### config.mk
export PLATFORM = sky130hd
export DESIGN_NAME = plldiv_regs
export DESIGN_NICKNAME = d
export VERILOG_FILES = /design/src/core/plldiv_pkg.sv /design/src/core/plldiv_regs.sv
export SDC_FILE = /design/constraint.sdc
export NUM_CORES = 1
export LEC_CHECK = 0
export BUFFER_PORTS_ARGS = -buffer_cell sky130_fd_sc_hd__buf_4
export CELL_PAD_IN_SITES_DETAIL_PLACEMENT = 0
export CELL_PAD_IN_SITES_GLOBAL_PLACEMENT = 2
export CORE_ASPECT_RATIO = 0.6
export CORE_MARGIN = 1.5
export CORE_UTILIZATION = 35
export CTS_CLUSTER_DIAMETER = 30
export DETAILED_ROUTE_END_ITERATION = 10
export PLACE_DENSITY = 0.78
export SYNTH_ARGS = -nofsm -noshare
export SYNTH_HDL_FRONTEND = slang
export SYNTH_SLANG_ARGS = --single-unit
### constraint.sdc
create_clock -name clock -period 2.4 [get_ports clock]
set_clock_uncertainty 0.2 [all_clocks]
set_input_delay 0.12 -clock clock [delete_from_list [all_inputs] [get_ports clock]]
set_output_delay 0.12 -clock clock [all_outputs]
set_load 0.1 [all_outputs]
### src/core/plldiv_pkg.sv
// Purpose: Shared constants and carriers for the synthesizer divider programming block
// Assumes: AXI4-Lite register access, 32-bit data, word aligned
// Notes: All offsets are byte addresses

package plldiv_pkg;

  // Register byte offsets
  localparam logic [7:0] OFF_CAL_TRIG = 8'h00;
  localparam logic [7:0] OFF_UPPER = 8'h04;
  localparam logic [7:0] OFF_DENOM = 8'h08;
  localparam logic [7:0] OFF_CTRL = 8'h0C;
  localparam logic [7:0] OFF_STATUS = 8'h10;
  localparam logic [7:0] OFF_EFF = 8'h14;
  localparam logic [7:0] OFF_CALCNT = 8'h18;

  // Trigger word fields: numerator low 16, feedback divider low 12
  localparam int NUM_LO_POS = 0;
  localparam int NUM_LO_W = 16;
  localparam int NLO_POS = 16;
  localparam int N_LO_W = 12;
  // Upper word fields: numerator high 6, feedback high 6, reference 12
  localparam int NUM_HI_POS = 0;
  localparam int NUM_HI_W = 6;
  localparam int NHI_POS = 6;
  localparam int N_HI_W = 6;
  localparam int REF_POS = 12;
  localparam int REF_W = 12;
  localparam int FRAC_W = 22;
  localparam int N_W = 18;

  // Control bit positions
  localparam int CTRL_FRAC_POS = 0;
  localparam int CTRL_DBL_POS = 1;
  localparam int CTRL_INTVCO_POS = 2;
  localparam int CTRL_ORDER_POS = 4;

  // Reset values
  localparam logic [31:0] RST_CAL_TRIG = 32'h0000_0000;
  localparam logic [31:0] RST_UPPER = 32'h0000_1000;
  localparam logic [21:0] RST_DENOM = 22'h00_0000;
  localparam logic [31:0] RST_CTRL = 32'h0000_0004;

  // Limits
  localparam logic [17:0] N_MIN_O1 = 18'h0_000C;
  localparam logic [17:0] N_MIN_O2 = 18'h0_000D;
  localparam logic [17:0] N_MIN_O3 = 18'h0_000F;
  localparam logic [17:0] N_MIN_O4 = 18'h0_0013;
  localparam logic [11:0] N_MAX_O4 = 12'hFF7;
  localparam logic [11:0] N_MAX_O3 = 12'hFFB;
  localparam logic [11:0] N_MAX_O2 = 12'hFFD;
  localparam logic [11:0] N_MAX_O1 = 12'hFFE;

  // Calibration pulse length in cycles
  localparam int CAL_TIME_NS = 400;
  localparam int CLK_PERIOD_NS = 40;
  localparam logic [3:0] CAL_CYCLES = 4'((CAL_TIME_NS + CLK_PERIOD_NS - 1) / CLK_PERIOD_NS);

  localparam logic [1:0] RESP_OKAY = 2'h0;
  localparam logic [1:0] RESP_SLVERR = 2'h2;

  typedef enum logic [1:0] {
    PLLD_ORD_INT = 2'h0,
    PLLD_ORD_2 = 2'h1,
    PLLD_ORD_3 = 2'h2,
    PLLD_ORD_4 = 2'h3
  } plld_order_e;

  typedef enum logic [0:0] {
    PLLD_CAL_IDLE = 1'h0,
    PLLD_CAL_RUN = 1'h1
  } plld_cal_e;

  typedef struct packed {
    logic [11:0] ref_div;
    logic [17:0] fb_div;
    logic [21:0] numerator;
    logic [21:0] denominator;
    logic frac_mode;
    logic ref_bypass;
  } plld_div_s;

endpackage

### src/core/plldiv_regs.sv
// Purpose: Divider word bank with legality checks and calibration trigger
// Assumes: Single clock, AXI4-Lite slave, one outstanding read and write
// Notes: Illegal settings are flagged, never silently fixed

`timescale 1ns/1ps

// Contract
// - Every write to the trigger word starts a calibration when the internal oscillator is in use, same value or not.
// - The reference divider is 12 bits dividing by 1 to 4095, and zero is illegal unless the doubler is enabled.
// - With the doubler enabled the reference divider is bypassed.
// - In integer mode the feedback divider is the full 18 bits from two words, up to 262143.
// - In fractional mode only the low 12 feedback divider bits are used.
// - The 22-bit numerator spans two words and acts only in fractional mode.
// - The 22-bit denominator sits in one word and acts only in fractional mode.
module plldiv_regs (
  input wire logic clock,
  input wire logic rst_b,
  input wire logic [7:0] s_axi_awaddr,
  input wire logic s_axi_awvalid,
  output logic s_axi_awready,
  input wire logic [31:0] s_axi_wdata,
  input wire logic [3:0] s_axi_wstrb,
  input wire logic s_axi_wvalid,
  output logic s_axi_wready,
  output logic [1:0] s_axi_bresp,
  output logic s_axi_bvalid,
  input wire logic s_axi_bready,
  input wire logic [7:0] s_axi_araddr,
  input wire logic s_axi_arvalid,
  output logic s_axi_arready,
  output logic [31:0] s_axi_rdata,
  output logic [1:0] s_axi_rresp,
  output logic s_axi_rvalid,
  input wire logic s_axi_rready,
  output plldiv_pkg::plld_div_s div_cfg,
  output logic cal_start,
  output logic cal_busy,
  output logic cfg_error
);
  import plldiv_pkg::*;

  logic [31:0] cal_trig_word;
  logic [31:0] upper_word;
  logic [21:0] fraction_denominator;
  logic [31:0] den_merged;
  logic [31:0] ctrl;
  logic [7:0] aw_addr;
  logic aw_held;
  logic [31:0] w_data;
  logic [3:0] w_strb;
  logic w_held;
  logic do_write;
  logic [7:0] cal_count;
  logic [3:0] cal_timer;
  plld_cal_e cal_state;
  plld_div_s next_div;
  logic [17:0] n_full;
  logic [17:0] n_min;
  logic [11:0] n_max;
  logic [21:0] num_full;
  logic chk_ref;
  logic chk_nmin;
  logic chk_nmax;
  logic chk_num;
  logic [4:0] err_bits;

  function automatic logic [31:0] merge(input logic [31:0] old, input logic [31:0] nv, input logic [3:0] strb);
    logic [31:0] r;
    r = old;
    for (int i = 0; i < 4; i++) begin
      if (strb[i]) begin
        r[i*8 +: 8] = nv[i*8 +: 8];
      end
    end
    return r;
  endfunction

  ////////////////////////////////////////////////////////////////////////
  // Write channel: address and data accepted in either order
  assign do_write = aw_held && w_held && !s_axi_bvalid;

  always_ff @(posedge clock or negedge rst_b) begin
    if (!rst_b) begin
      aw_held <= 1'b0;
      aw_addr <= 8'h00;
      s_axi_awready <= 1'b0;
    end else begin
      s_axi_awready <= !aw_held && !s_axi_awready;
      if (s_axi_awvalid && s_axi_awready) begin
        aw_held <= 1'b1;
        aw_addr <= s_axi_awaddr;
        s_axi_awready <= 1'b0;
      end else if (do_write) begin
        aw_held <= 1'b0;
      end
    end
  end

  always_ff @(posedge clock or negedge rst_b) begin
    if (!rst_b) begin
      w_held <= 1'b0;
      w_data <= 32'h0000_0000;
      w_strb <= 4'h0;
      s_axi_wready <= 1'b0;
    end else begin
      s_axi_wready <= !w_held && !s_axi_wready;
      if (s_axi_wvalid && s_axi_wready) begin
        w_held <= 1'b1;
        w_data <= s_axi_wdata;
        w_strb <= s_axi_wstrb;
        s_axi_wready <= 1'b0;
      end else if (do_write) begin
        w_held <= 1'b0;
      end
    end
  end

  always_ff @(posedge clock or negedge rst_b) begin
    if (!rst_b) begin
      s_axi_bvalid <= 1'b0;
      s_axi_bresp <= RESP_OKAY;
    end else if (do_write) begin
      s_axi_bvalid <= 1'b1;
      s_axi_bresp <= (aw_addr[7:2] <= OFF_CTRL[7:2]) ? RESP_OKAY : RESP_SLVERR;
    end else if (s_axi_bready) begin
      s_axi_bvalid <= 1'b0;
    end
  end

  ////////////////////////////////////////////////////////////////////////
  // Programming words
  assign den_merged = merge({10'h000, fraction_denominator}, w_data, w_strb);

  always_ff @(posedge clock or negedge rst_b) begin
    if (!rst_b) begin
      cal_trig_word <= RST_CAL_TRIG;
      upper_word <= RST_UPPER;
      fraction_denominator <= RST_DENOM;
      ctrl <= RST_CTRL;
    end else if (do_write) begin
      case (aw_addr[7:2])
        OFF_CAL_TRIG[7:2]: cal_trig_word <= merge(cal_trig_word, w_data, w_strb);
        OFF_UPPER[7:2]: upper_word <= merge(upper_word, w_data, w_strb);
        OFF_DENOM[7:2]: fraction_denominator <= den_merged[21:0];
        OFF_CTRL[7:2]: ctrl <= merge(ctrl, w_data, w_strb);
        default: ;
      endcase
    end
  end

  ////////////////////////////////////////////////////////////////////////
  // Calibration: restarts on every trigger write with the internal oscillator, repeated values too
  always_ff @(posedge clock or negedge rst_b) begin
    if (!rst_b) begin
      cal_start <= 1'b0;
      cal_state <= PLLD_CAL_IDLE;
      cal_timer <= 4'h0;
      cal_busy <= 1'b0;
      cal_count <= 8'h00;
    end else begin
      cal_start <= 1'b0;
      if (do_write && aw_addr[7:2] == OFF_CAL_TRIG[7:2] && ctrl[CTRL_INTVCO_POS]) begin
        cal_start <= 1'b1;
        cal_state <= PLLD_CAL_RUN;
        cal_timer <= CAL_CYCLES;
        cal_busy <= 1'b1;
        cal_count <= cal_count + 8'h01;
      end else begin
        case (cal_state)
          PLLD_CAL_RUN: begin
            if (cal_timer == 4'h1) begin
              cal_state <= PLLD_CAL_IDLE;
              cal_busy <= 1'b0;
            end
            cal_timer <= cal_timer - 4'h1;
          end
          default: cal_state <= PLLD_CAL_IDLE;
        endcase
      end
    end
  end

  ////////////////////////////////////////////////////////////////////////
  // Effective divider settings
  assign n_full = {upper_word[NHI_POS +: N_HI_W], cal_trig_word[NLO_POS +: N_LO_W]};
  assign num_full = {upper_word[NUM_HI_POS +: NUM_HI_W], cal_trig_word[NUM_LO_POS +: NUM_LO_W]};

  always_comb begin
    next_div.ref_div = upper_word[REF_POS +: REF_W];
    next_div.ref_bypass = ctrl[CTRL_DBL_POS];
    next_div.frac_mode = ctrl[CTRL_FRAC_POS];
    if (ctrl[CTRL_FRAC_POS]) begin
      next_div.fb_div = {6'h00, n_full[11:0]};
      next_div.numerator = num_full;
      next_div.denominator = fraction_denominator;
    end else begin
      next_div.fb_div = n_full;
      next_div.numerator = 22'h00_0000;
      next_div.denominator = 22'h00_0000;
    end
  end

  always_ff @(posedge clock or negedge rst_b) begin
    if (!rst_b) begin
      div_cfg <= '0;
    end else begin
      div_cfg <= next_div;
    end
  end

  ////////////////////////////////////////////////////////////////////////
  // Legality checks; order field only matters in fractional mode
  always_comb begin
    n_min = N_MIN_O1;
    n_max = N_MAX_O1;
    if (ctrl[CTRL_FRAC_POS]) begin
      case (plld_order_e'(ctrl[CTRL_ORDER_POS +: 2]))
        PLLD_ORD_2: begin n_min = N_MIN_O2; n_max = N_MAX_O2; end
        PLLD_ORD_3: begin n_min = N_MIN_O3; n_max = N_MAX_O3; end
        PLLD_ORD_4: begin n_min = N_MIN_O4; n_max = N_MAX_O4; end
        default: begin n_min = N_MIN_O1; n_max = N_MAX_O1; end
      endcase
    end
  end

  assign chk_ref = (upper_word[REF_POS +: REF_W] == 12'h000) && !ctrl[CTRL_DBL_POS];
  assign chk_nmin = next_div.fb_div < n_min;
  assign chk_nmax = ctrl[CTRL_FRAC_POS] && (n_full[11:0] > n_max);
  assign chk_num = ctrl[CTRL_FRAC_POS] && (num_full > fraction_denominator);

  always_ff @(posedge clock or negedge rst_b) begin
    if (!rst_b) begin
      err_bits <= 5'h00;
      cfg_error <= 1'b0;
    end else begin
      err_bits <= {1'b0, chk_num, chk_nmax, chk_nmin, chk_ref};
      cfg_error <= chk_ref | chk_nmin | chk_nmax | chk_num;
    end
  end

  ////////////////////////////////////////////////////////////////////////
  // Read channel
  always_ff @(posedge clock or negedge rst_b) begin
    if (!rst_b) begin
      s_axi_arready <= 1'b0;
      s_axi_rvalid <= 1'b0;
      s_axi_rdata <= 32'h0000_0000;
      s_axi_rresp <= RESP_OKAY;
    end else begin
      s_axi_arready <= !s_axi_rvalid && !s_axi_arready;
      if (s_axi_arvalid && s_axi_arready) begin
        s_axi_arready <= 1'b0;
        s_axi_rvalid <= 1'b1;
        s_axi_rresp <= RESP_OKAY;
        case (s_axi_araddr[7:2])
          OFF_CAL_TRIG[7:2]: s_axi_rdata <= cal_trig_word;
          OFF_UPPER[7:2]: s_axi_rdata <= upper_word;
          OFF_DENOM[7:2]: s_axi_rdata <= {10'h000, fraction_denominator};
          OFF_CTRL[7:2]: s_axi_rdata <= ctrl;
          OFF_STATUS[7:2]: s_axi_rdata <= {26'h000_0000, cal_busy, err_bits};
          OFF_EFF[7:2]: s_axi_rdata <= {14'h0000, div_cfg.fb_div};
          OFF_CALCNT[7:2]: s_axi_rdata <= {24'h00_0000, cal_count};
          default: begin
            s_axi_rdata <= 32'h0000_0000;
            s_axi_rresp <= RESP_SLVERR;
          end
        endcase
      end else if (s_axi_rvalid && s_axi_rready) begin
        s_axi_rvalid <= 1'b0;
      end
    end
  end

  ////////////////////////////////////////////////////////////////////////
  // Checks
  property p_cal_on_write;
    @(posedge clock) disable iff (!rst_b)
      (do_write && aw_addr[7:2] == 6'h00 && ctrl[CTRL_INTVCO_POS]) |=> cal_start && cal_busy;
  endproperty
  a_cal_on_write: assert property (p_cal_on_write) else $error("calibration not started");

  property p_no_cal_ext;
    @(posedge clock) disable iff (!rst_b)
      (do_write && !ctrl[CTRL_INTVCO_POS]) |=> !cal_start;
  endproperty
  a_no_cal_ext: assert property (p_no_cal_ext) else $error("calibration with external oscillator");

  property p_ref_zero;
    @(posedge clock) disable iff (!rst_b)
      (upper_word[23:12] == 12'h000 && !ctrl[1]) |=> err_bits[0];
  endproperty
  a_ref_zero: assert property (p_ref_zero) else $error("zero reference divider not flagged");

  property p_bypass;
    @(posedge clock) disable iff (!rst_b)
      ctrl[1] |=> div_cfg.ref_bypass && !err_bits[0];
  endproperty
  a_bypass: assert property (p_bypass) else $error("doubler bypass wrong");

  property p_int_full;
    @(posedge clock) disable iff (!rst_b)
      !ctrl[0] |=> div_cfg.fb_div == $past(n_full);
  endproperty
  a_int_full: assert property (p_int_full) else $error("integer divider wrong");

  property p_frac_low;
    @(posedge clock) disable iff (!rst_b)
      ctrl[0] |=> div_cfg.fb_div[17:12] == 6'h00 && div_cfg.numerator == $past(num_full);
  endproperty
  a_frac_low: assert property (p_frac_low) else $error("fractional divider wrong");

  property p_num_int;
    @(posedge clock) disable iff (!rst_b)
      !ctrl[0] |=> div_cfg.numerator == 22'h00_0000 && div_cfg.denominator == 22'h00_0000;
  endproperty
  a_num_int: assert property (p_num_int) else $error("fraction active in integer mode");

  property p_nmin;
    @(posedge clock) disable iff (!rst_b)
      (ctrl[0] && ctrl[5:4] == 2'h3 && n_full[11:0] < 12'h013) |=> err_bits[1] && cfg_error;
  endproperty
  a_nmin: assert property (p_nmin) else $error("low divider not flagged");

  property p_cal_len;
    @(posedge clock) disable iff (!rst_b)
      $rose(cal_busy) |-> cal_busy [*8];
  endproperty
  a_cal_len: assert property (p_cal_len) else $error("calibration too short");

endmodule

==> results of run 1 <==
-- Yosys cell counts, types with 2 or more instances --
library cell and n:
dfrtp_1 295, mux2_2 160, nor2_1 60, nand2_1 51
and2_1 47, ha_1 32, inv_1 31, mux2i_1 27
a21oi_1 25, clkbuf_1 24, o21ai_0 24, a221oi_1 14
a22o_1 10, mux4_2 10, nor2b_1 10, nand4_1 9
nand3_1 8, nor4_1 8, nor3_1 7, xnor2_1 7
a211oi_1 6, a31oi_1 5, buf_1 5, o2bb2ai_1 5
a21o_1 4, a22oi_1 4, and3_1 4, nor2_2 4
a2bb2oi_1 3, or4_1 3, xor2_1 3, buf_2 2
buf_4 2, dfstp_2 2, nand3_2 2
-- path summary, 6_finish.rpt --
| path | start | end |
|---|---|---|
| worst max-delay path | aw_addr[6] | cal_count[5] |
| worst min-delay path | rst_b | div_cfg[23] |
| worst max register to register | aw_addr[6] | cal_count[5] |
| worst min register to register | upper_word[23] | div_cfg[75] |
| max in group asynchronous | rst_b | cal_trig_word[8] |
| min in group clock | s_axi_araddr[6] | s_axi_rdata[8] |
-- per-layer routing --
metal / up-vias / GRT usage / routed length, um
met5: - / 0 / 0
li1: 4053 / - / -
met1: 4466 / 0.304 / 17900
met4: 0 / 0.0402 / 470
met3: 45 / 0.0507 / 2260
met2: 217 / 0.300 / 15800
-- state kept, by name, summed over array words and instances (netlist names), 4 cells and up --
signal / cells
div_cfg: 76
cal_trig_word: 32
ctrl: 32
s_axi_rdata: 32
upper_word: 32
w_data: 32
fraction_denominator: 22
cal_count: 8
aw_addr: 6
cal_timer: 4
err_bits: 4
w_strb: 4
-- area by class of cell --
cell class	instances	area share
antenna	1	0.000144
clock buffer	50	0.0688
clock inverter	31	0.0194
inverter	32	0.00720
multi-input combinational	570	0.272
sequential	297	0.428
tap	467	0.0336
timing repair buffer	349	0.171
-- per-stage QoR --
stage          setup WS (ns)  hold slack (ns)  std cells
2_1_floorplan         -0.116           -0.376        933
3_3_place_gp         -0.0596           -0.122       1622
3_5_place_dp         -0.0854           -0.118       1622
4_1_cts              0.00797           0.0149       1791
5_1_grt              -0.0344           0.0466       1796
6_report              0.0312           0.0270       1797
-- power breakdown --
part           total, mW  switching, mW  internal (mW)
registers           7.71           1.34           6.37
clock network       6.58           2.50           4.08
logic               8.48           5.19           3.29
-- placed cells by master (no fill, tap or decap), types with 6 or more instances in the layout --
master | Yosys | layout
inv_1 | 31 | 30
nor2_1 | 60 | 57
a21oi_1 | 25 | 25
inv_6 | 0 | 12
buf_12 | 0 | 8
nand3_1 | 8 | 8
nor2b_1 | 10 | 10
mux2_2 | 160 | 160
mux4_2 | 10 | 10
a211oi_1 | 6 | 6
ha_1 | 32 | 29
clkinvlp_4 | 0 | 7
a221oi_1 | 14 | 14
mux2i_1 | 27 | 27
xnor2_1 | 7 | 7
nand2_1 | 51 | 50
clkbuf_16 | 0 | 45
buf_4 | 2 | 252
and2_1 | 47 | 47
a22o_1 | 10 | 10
nand4_1 | 9 | 9
dfrtp_1 | 295 | 292
nor3_1 | 7 | 7
dlygate4sd3_1 | 0 | 87
o21ai_0 | 24 | 24
-- worst max-delay path, stage by stage, from the launching register on --
cell and delay, ns:
dfrtp_1 0.37, or4_4 0.54, or3_4 0.34, or2_4 0.29, clkinv_4 0.06, and4_4 0.23
nand3_2 0.08, xnor2_1 0.13
-- kinds of logic (layout without fill, tap and decap cells) --
kind of cell	after synthesis	in the layout
AOI/OAI and AO/OA	105	105
xor gates and xnor gates	10	10
adders and majority gates	32	32
buffers and inverters	66	462
DFF	297	297
muxes	197	197
other	1	3
and+or+nand+nor	224	224
-- timing repair --
item / CTS / global route
pin swaps: 0 / 7
resized for setup: 1 / 13
setup buffers: 0 / 5
cloned: 0 / 0
endpoints found under the hold margin: 350 / 0
setup endpoints to repair: 4 / 37
hold buffers: 88 / 0
==> impl_metrics.ini, run 1 <==
[outcome]
status = finished clean

[synth]
synth_cell_type_count = 54
ys_ff_latch = 297
synthAdderAreaFrac = 0.0325
avgSynthCellArea_um2 = 13.2
syn_inst = 932
synth-simple-area-share = 0.0924
synth_edf_count = 0
synthFlopType = dfrtp_1
yosys.area_share.xor_xnor = 0.00710
synth_seq_area_share = 0.603
synth.area.top_cells = dfrtp_1 (60%), mux2_2 (15%), ha_1 (3.2%)
synth_top_area_cell = dfrtp_1
yosys_warnings = 0
synth_top_cell_area_share = 0.598
syn_area_um2 = 12300
synth_compound_area_frac = 0.0569
async_flop_share = 1.00
muxShareOfSynthArea = 0.186
synth_top_family_by_area = multiplexers

[floorplanning]
die_area_um2 = 36400
ioPinCount = 179
coreArea_um2 = 34900
die_h_um = 148
rows = 53
die_w_um = 245
initial_utilization = 0.354

[clock_tree]
cts.clk_slew.worst_paths_ns = 0.06
cts_made_buffers = 44
cts_buffer_depth = 3
clkLatencyLatePin_ns = 0.54
cts_sinks = 297
root_buffer = clkbuf_16
htree_levels = 2
cts_tree = yes

[worst_setup_path]
cp_max_fo = 3
arrival_ns = 2.59
regToRegSetupSlack_ns = 0.03
crit_type = reg -> reg
cp-end-kind = flop
startpoint_type = flop
rr_worst_depth = 7
required_ns = 2.62

[sta]
hold_violations = 0
slew_headroom = 0.663
setup_tns_ns = 0
final.min_clock_period_ns = 2.37
rsz0062_at_grt = true
finalCritPeriodShare = 0.987
finalSetupViolCount = 0
timing.fmax_mhz = 422
drv_slew = 0
worstMarginPinSlew_ns = 0.502

[placed_design]
io_buffers = 172
dp_hpwl_um = 26000
post_dp_cell_area_um2 = 14800
place.gp.congestion = 0.856

[route]
num_vias = 8781
antenna_left = 0
avgRoutedWirePerCell_um = 20.3
drc = 0
drt_iter0_markers = 496
via_per_inst = 4.89
dr.pass1.iters = 5
wl_um = 36400

[layout]
drive_above_1_share = 0.407
seq_area_um2 = 7440
syn2layout_area_growth_pct = 40.9
multi_input_area_um2 = 4730
finalNetCount = 1385
fillCellCount = 3122
fin_area_um2 = 17400
post-route-util = 0.498

[global_routing]
grt_pass1_vias = 9139
grt_max_degree = 82
grt_pass1_wl_um = 55700
grt_usage = 0.204
grt-ovfl-total = 0
antenna_found_initial = 1

[power]
ir_drop_v = 0.000921
p_total_mw = 22.8
p_per_area_nw_per_um2 = 1310
power_leakage_nw = 8.50

[hold_path]
worstHoldPathType = in -> async

[run]
cap_violations = 0
Power figures use the tool's default switching activity.
==> run 2, diff against run 1 <==
Settings changed: CORE_ASPECT_RATIO 0.6 to 1.1.
==> impl_metrics.ini, run 2 (same netlist as run 1, synthesis figures left out) <==
[sta]
worstMarginPinSlew_ns = 0.507
rsz0062_at_grt = true
slew_headroom = 0.659
finalSetupViolCount = 0
final.min_clock_period_ns = 2.38
drv_slew = 0
timing.fmax_mhz = 421
hold_violations = 0
finalCritPeriodShare = 0.991

[global_routing]
grt-ovfl-total = 0
antenna_found_initial = 0
grt_max_degree = 89
grt_pass1_wl_um = 54700
grt_pass1_vias = 9559
grt_usage = 0.199

[layout]
syn2layout_area_growth_pct = 46.6
drive_above_1_share = 0.414
final_cell_count_no_fill = 1805
finalNetCount = 1406
post-route-util = 0.525
antenna_cells = 0
final_common_cell = dfrtp_1
largest_register_ffs = 76
final_cell_mix = dfrtp_1 (294), buf_4 (242), mux2_2 (160)
regMostFlops = div_cfg

[floorplanning]
rows = 71
die_h_um = 200
coreArea_um2 = 34500
die_area_um2 = 36400
ioPinCount = 179
initial_utilization = 0.358
die_w_um = 182

[clock_tree]
cts.clk_slew.worst_paths_ns = 0.05
cts_sinks = 297
cts_buffer_depth = 3
clkLatencyLatePin_ns = 0.55
cts_made_buffers = 69
cts_tree = yes
root_buffer = clkbuf_16
htree_levels = 3

[route]
dr.pass1.iters = 5
via_per_inst = 4.92
avgRoutedWirePerCell_um = 19.5
drc = 0
antenna_left = 0
drt_iter0_markers = 453
num_vias = 8883
wl_um = 35100

[power]
p_seq_frac = 0.306
p_per_area_nw_per_um2 = 1390
power_leakage_nw = 8.87
power.switching_mw = 9.41
ir_drop_v = 0.000759
swShare = 0.374
power.share.combinational = 0.330
p_clk_frac = 0.363
p_int_mw = 15.7

[worst_setup_path]
required_ns = 2.61
arrival_ns = 2.58
crit_type = reg -> reg
cp_max_fo = 3
cp-end-kind = flop
startpoint_type = flop

[run]
cap_violations = 0

[placed_design]
io_buffers = 172
dp_hpwl_um = 23900
place.gp.congestion = 0.811
dp.cells = 1588

[hold_path]
worstHoldPathType = in -> reg

[outcome]
status = finished clean
[run 2: metal layers]
metal	wire length, um	track usage	vias up
met5	0	0	-
li1	-	-	4090
met4	514	0.0557	0
met3	2080	0.0481	53
met1	15200	0.255	4493
met2	17400	0.338	247
[run 2: timing repair]
item                                   4_1_cts  5_1_grt
buffers inserted                             0        2
hold buffers                                92        0
setup endpoints to repair                   28       29
resized for setup                            2       10
pin swaps                                    2        6
endpoints found under the hold margin      352        0
[run 2: path summary, 6_finish.rpt]
| path | from | to | slack, ns | cells after the start |
|---|---|---|---|---|
| min reg2reg | upper_word[22] | div_cfg[74] | 0.23 | 0 |
| min | s_axi_araddr[2] | s_axi_rdata[9] | 0.05 | 4 |
| max in group asynchronous | rst_b | div_cfg[31] | 1.03 | 4 |
| max reg2reg | aw_addr[4] | cal_count[5] | 0.02 | 7 |
| max | aw_addr[4] | cal_count[5] | 0.02 | 7 |
| min in group asynchronous | rst_b | ctrl[28] | 0.49 | 4 |
[run 2: critical path, cell delays in order, from the launching register on]
cell	delay, ns
dfrtp_1	0.37
or4_4	0.52
or3_4	0.37
or2_4	0.28
clkinv_4	0.05
and4_4	0.22
nand3_2	0.08
xnor2_1	0.14
[run 2: stage by stage]
step	setup WS, ns	hold WS (ns)	setup TNS (ns)	area, um2	power (mW)
after global placement	-0.0126	-0.161	-0.0911	14800	15.2
after global routing	-0.0376	0.101	-0.0614	18100	26.3
final	0.0222	0.0520	0	18100	25.1
after floorplan	-0.116	-0.376	-0.226	12400	12.5
after detailed placement	-0.0393	-0.161	-0.724	14800	15.3
after CTS	0.00270	0.0430	0	18000	25.2
[run 2: layout make-up]
type | instances | area, um2
clock inverter | 42 | 454
clock buffer | 81 | 1850
inverter | 32 | 125
tap | 438 | 548
timing repair buffer | 345 | 2950
multi-input combinational | 570 | 4720
fill | 3021 | 16400
sequential | 297 | 7440
[run 2: power by group through the flow]
stage | Sequential, mW | Combinational, mW | Clock (mW)
after detailed placement | 7.76 | 7.50 | 0
final | 7.70 | 8.31 | 9.13
after global placement | 7.73 | 7.44 | 0
after floorplan | 9.96 | 2.57 | 0
after CTS | 7.71 | 8.17 | 9.31
after global routing | 7.89 | 8.86 | 9.60
==> run 3, diff against run 2 <==
Settings changed: RECOVER_POWER set to 50.
==> impl_metrics.ini, run 3 (same netlist as run 1, synthesis figures left out) <==
[sta]
drv_slew = 0
timing.fmax_mhz = 421
finalSetupViolCount = 0
finalCritPeriodShare = 0.989
worstMarginPinSlew_ns = 0.915
rsz0062_at_grt = true
slew_headroom = 0.390
hold_violations = 0
final.min_clock_period_ns = 2.37
setup_tns_ns = 0

[placed_design]
post_dp_cell_area_um2 = 14800
dp.cells = 1588
place.gp.congestion = 0.811
io_buffers = 172
dp_hpwl_um = 23900

[worst_setup_path]
rr_startpoint = aw_addr[4]
slowest_delay_ns = 0.52
arrival_ns = 2.58
worst-path-buf-inv = 1
required_ns = 2.61
cp_num_cells = 7
startpoint_type = flop
cp_max_fo = 3
worstSetupEndpoint = cal_count[5]
regToRegSetupSlack_ns = 0.03
rr_worst_depth = 7
cp_slowest_cell = or4_4
crit_type = reg -> reg
critical_path.top_delay_family = simple AND/OR/NAND/NOR gates
cp-end-kind = flop
cp_cell_sequence = or4_4, or3_4, or2_4, clkinv_4, and4_4, nand3_2, xnor2_1
crit_start = aw_addr[4]
timing.rr.end = cal_count[5]

[layout]
largest_register_ffs = 76
final_cell_mix = dfrtp_1 (294), buf_4 (239), mux2_2 (160)
fin_area_um2 = 18000
drive_above_1_share = 0.411
post-route-util = 0.523
syn2layout_area_growth_pct = 46.2
regMostFlops = div_cfg
final_common_cell = dfrtp_1
final_cell_count_no_fill = 1805
finalNetCount = 1406
antenna_cells = 0

[clock_tree]
clkLatencyLatePin_ns = 0.55
htree_levels = 3
cts.clk_slew.worst_paths_ns = 0.05
cts_made_buffers = 69
cts_tree = yes
root_buffer = clkbuf_16
cts_sinks = 297
cts_buffer_depth = 3

[floorplanning]
die_h_um = 200
die_area_um2 = 36400
coreArea_um2 = 34500
die_w_um = 182
ioPinCount = 179
rows = 71
initial_utilization = 0.358

[route]
antenna_left = 0
drt_iter0_markers = 542
dr.pass1.iters = 4
num_vias = 8867
wl_um = 35200
via_per_inst = 4.91
avgRoutedWirePerCell_um = 19.5
drc = 0

[outcome]
status = finished clean

[power]
p_seq_frac = 0.306
swShare = 0.374
power.share.combinational = 0.330
ir_drop_v = 0.000761
p_per_area_nw_per_um2 = 1390
p_clk_frac = 0.364
power.switching_mw = 9.40
power_leakage_nw = 8.83
p_int_mw = 15.7

[global_routing]
grt_max_degree = 89
grt_pass1_vias = 9559
antenna_found_initial = 0
grt_usage = 0.199
grt_pass1_wl_um = 54700
grt-ovfl-total = 0

[run]
cap_violations = 0

[hold_path]
worstHoldPathType = in -> reg
## run 3: changes by cell type in the layout (fill, tap and decap cells not counted), moves of 2 or more
cell,change
buf_12,-3
and2_0,+20
buf_4,-3
clkbuf_2,+2
clkbuf_1,+2
and2_1,-20
## run 3: final cells by class
type	instances	area, um2
fillers	3030	16400
flip-flops and latches	297	7440
multi-input cells	570	4720
repair buffers	345	2910
clock buffers	81	1850
well taps	438	548
clock inverters	42	454
inverters	32	125
## run 3: worst reg2reg max path: stages, from the launching register on
cell,delay (ns)
dfrtp_1,0.37
or4_4,0.52
or3_4,0.37
or2_4,0.28
clkinv_4,0.05
and4_4,0.22
nand3_2,0.08
xnor2_1,0.14
## run 3: worst min-delay path by stage
stage               startpoint        endpoint  slack, ns  depth (start not counted)
6_report       s_axi_araddr[2]  s_axi_rdata[9]       0.05                          4
5_1_grt        s_axi_araddr[2]  s_axi_rdata[9]       0.10                          4
4_1_cts        s_axi_araddr[2]  s_axi_rdata[9]       0.04                          4
3_5_place_dp             rst_b      w_data[29]      -0.16                          1
3_3_place_gp             rst_b      w_data[29]      -0.16                          1
2_1_floorplan            rst_b      aw_addr[2]      -0.38                          0
## run 3: stage by stage
step | setup slack [ns] | hold WS (ns) | power (mW)
6_report | 0.0270 | 0.0525 | 25.1
5_1_grt | -0.0376 | 0.101 | 26.3
2_1_floorplan | -0.116 | -0.376 | 12.5
3_5_place_dp | -0.0393 | -0.161 | 15.3
3_3_place_gp | -0.0126 | -0.161 | 15.2
4_1_cts | 0.00270 | 0.0430 | 25.2
## run 3: metal layers
layer | vias up | routed length [um] | global-route usage
met2 | 251 | 17500 | 0.338
met4 | 0 | 513 | 0.0557
li1 | 4096 | - | -
met1 | 4467 | 15100 | 0.255
met3 | 53 | 2070 | 0.0481
met5 | - | 0 | 0
## run 3: power groups by stage
stage               Clock, mW  Combinational, mW  Sequential, mW
detailed placement          0               7.50            7.76
global route             9.60               8.84            7.89
CTS                      9.31               8.17            7.71
floorplan                   0               2.57            9.96
global placement            0               7.44            7.73
finish                   9.13               8.29            7.70
## run 3: timing repair
action | 4_1_cts | 5_1_grt
gates resized for setup | 2 | 10
endpoints found under the hold margin | 352 | 0
pin swaps | 2 | 6
setup endpoints to repair | 28 | 29
buffers inserted | 0 | 2
hold buffers | 92 | 0
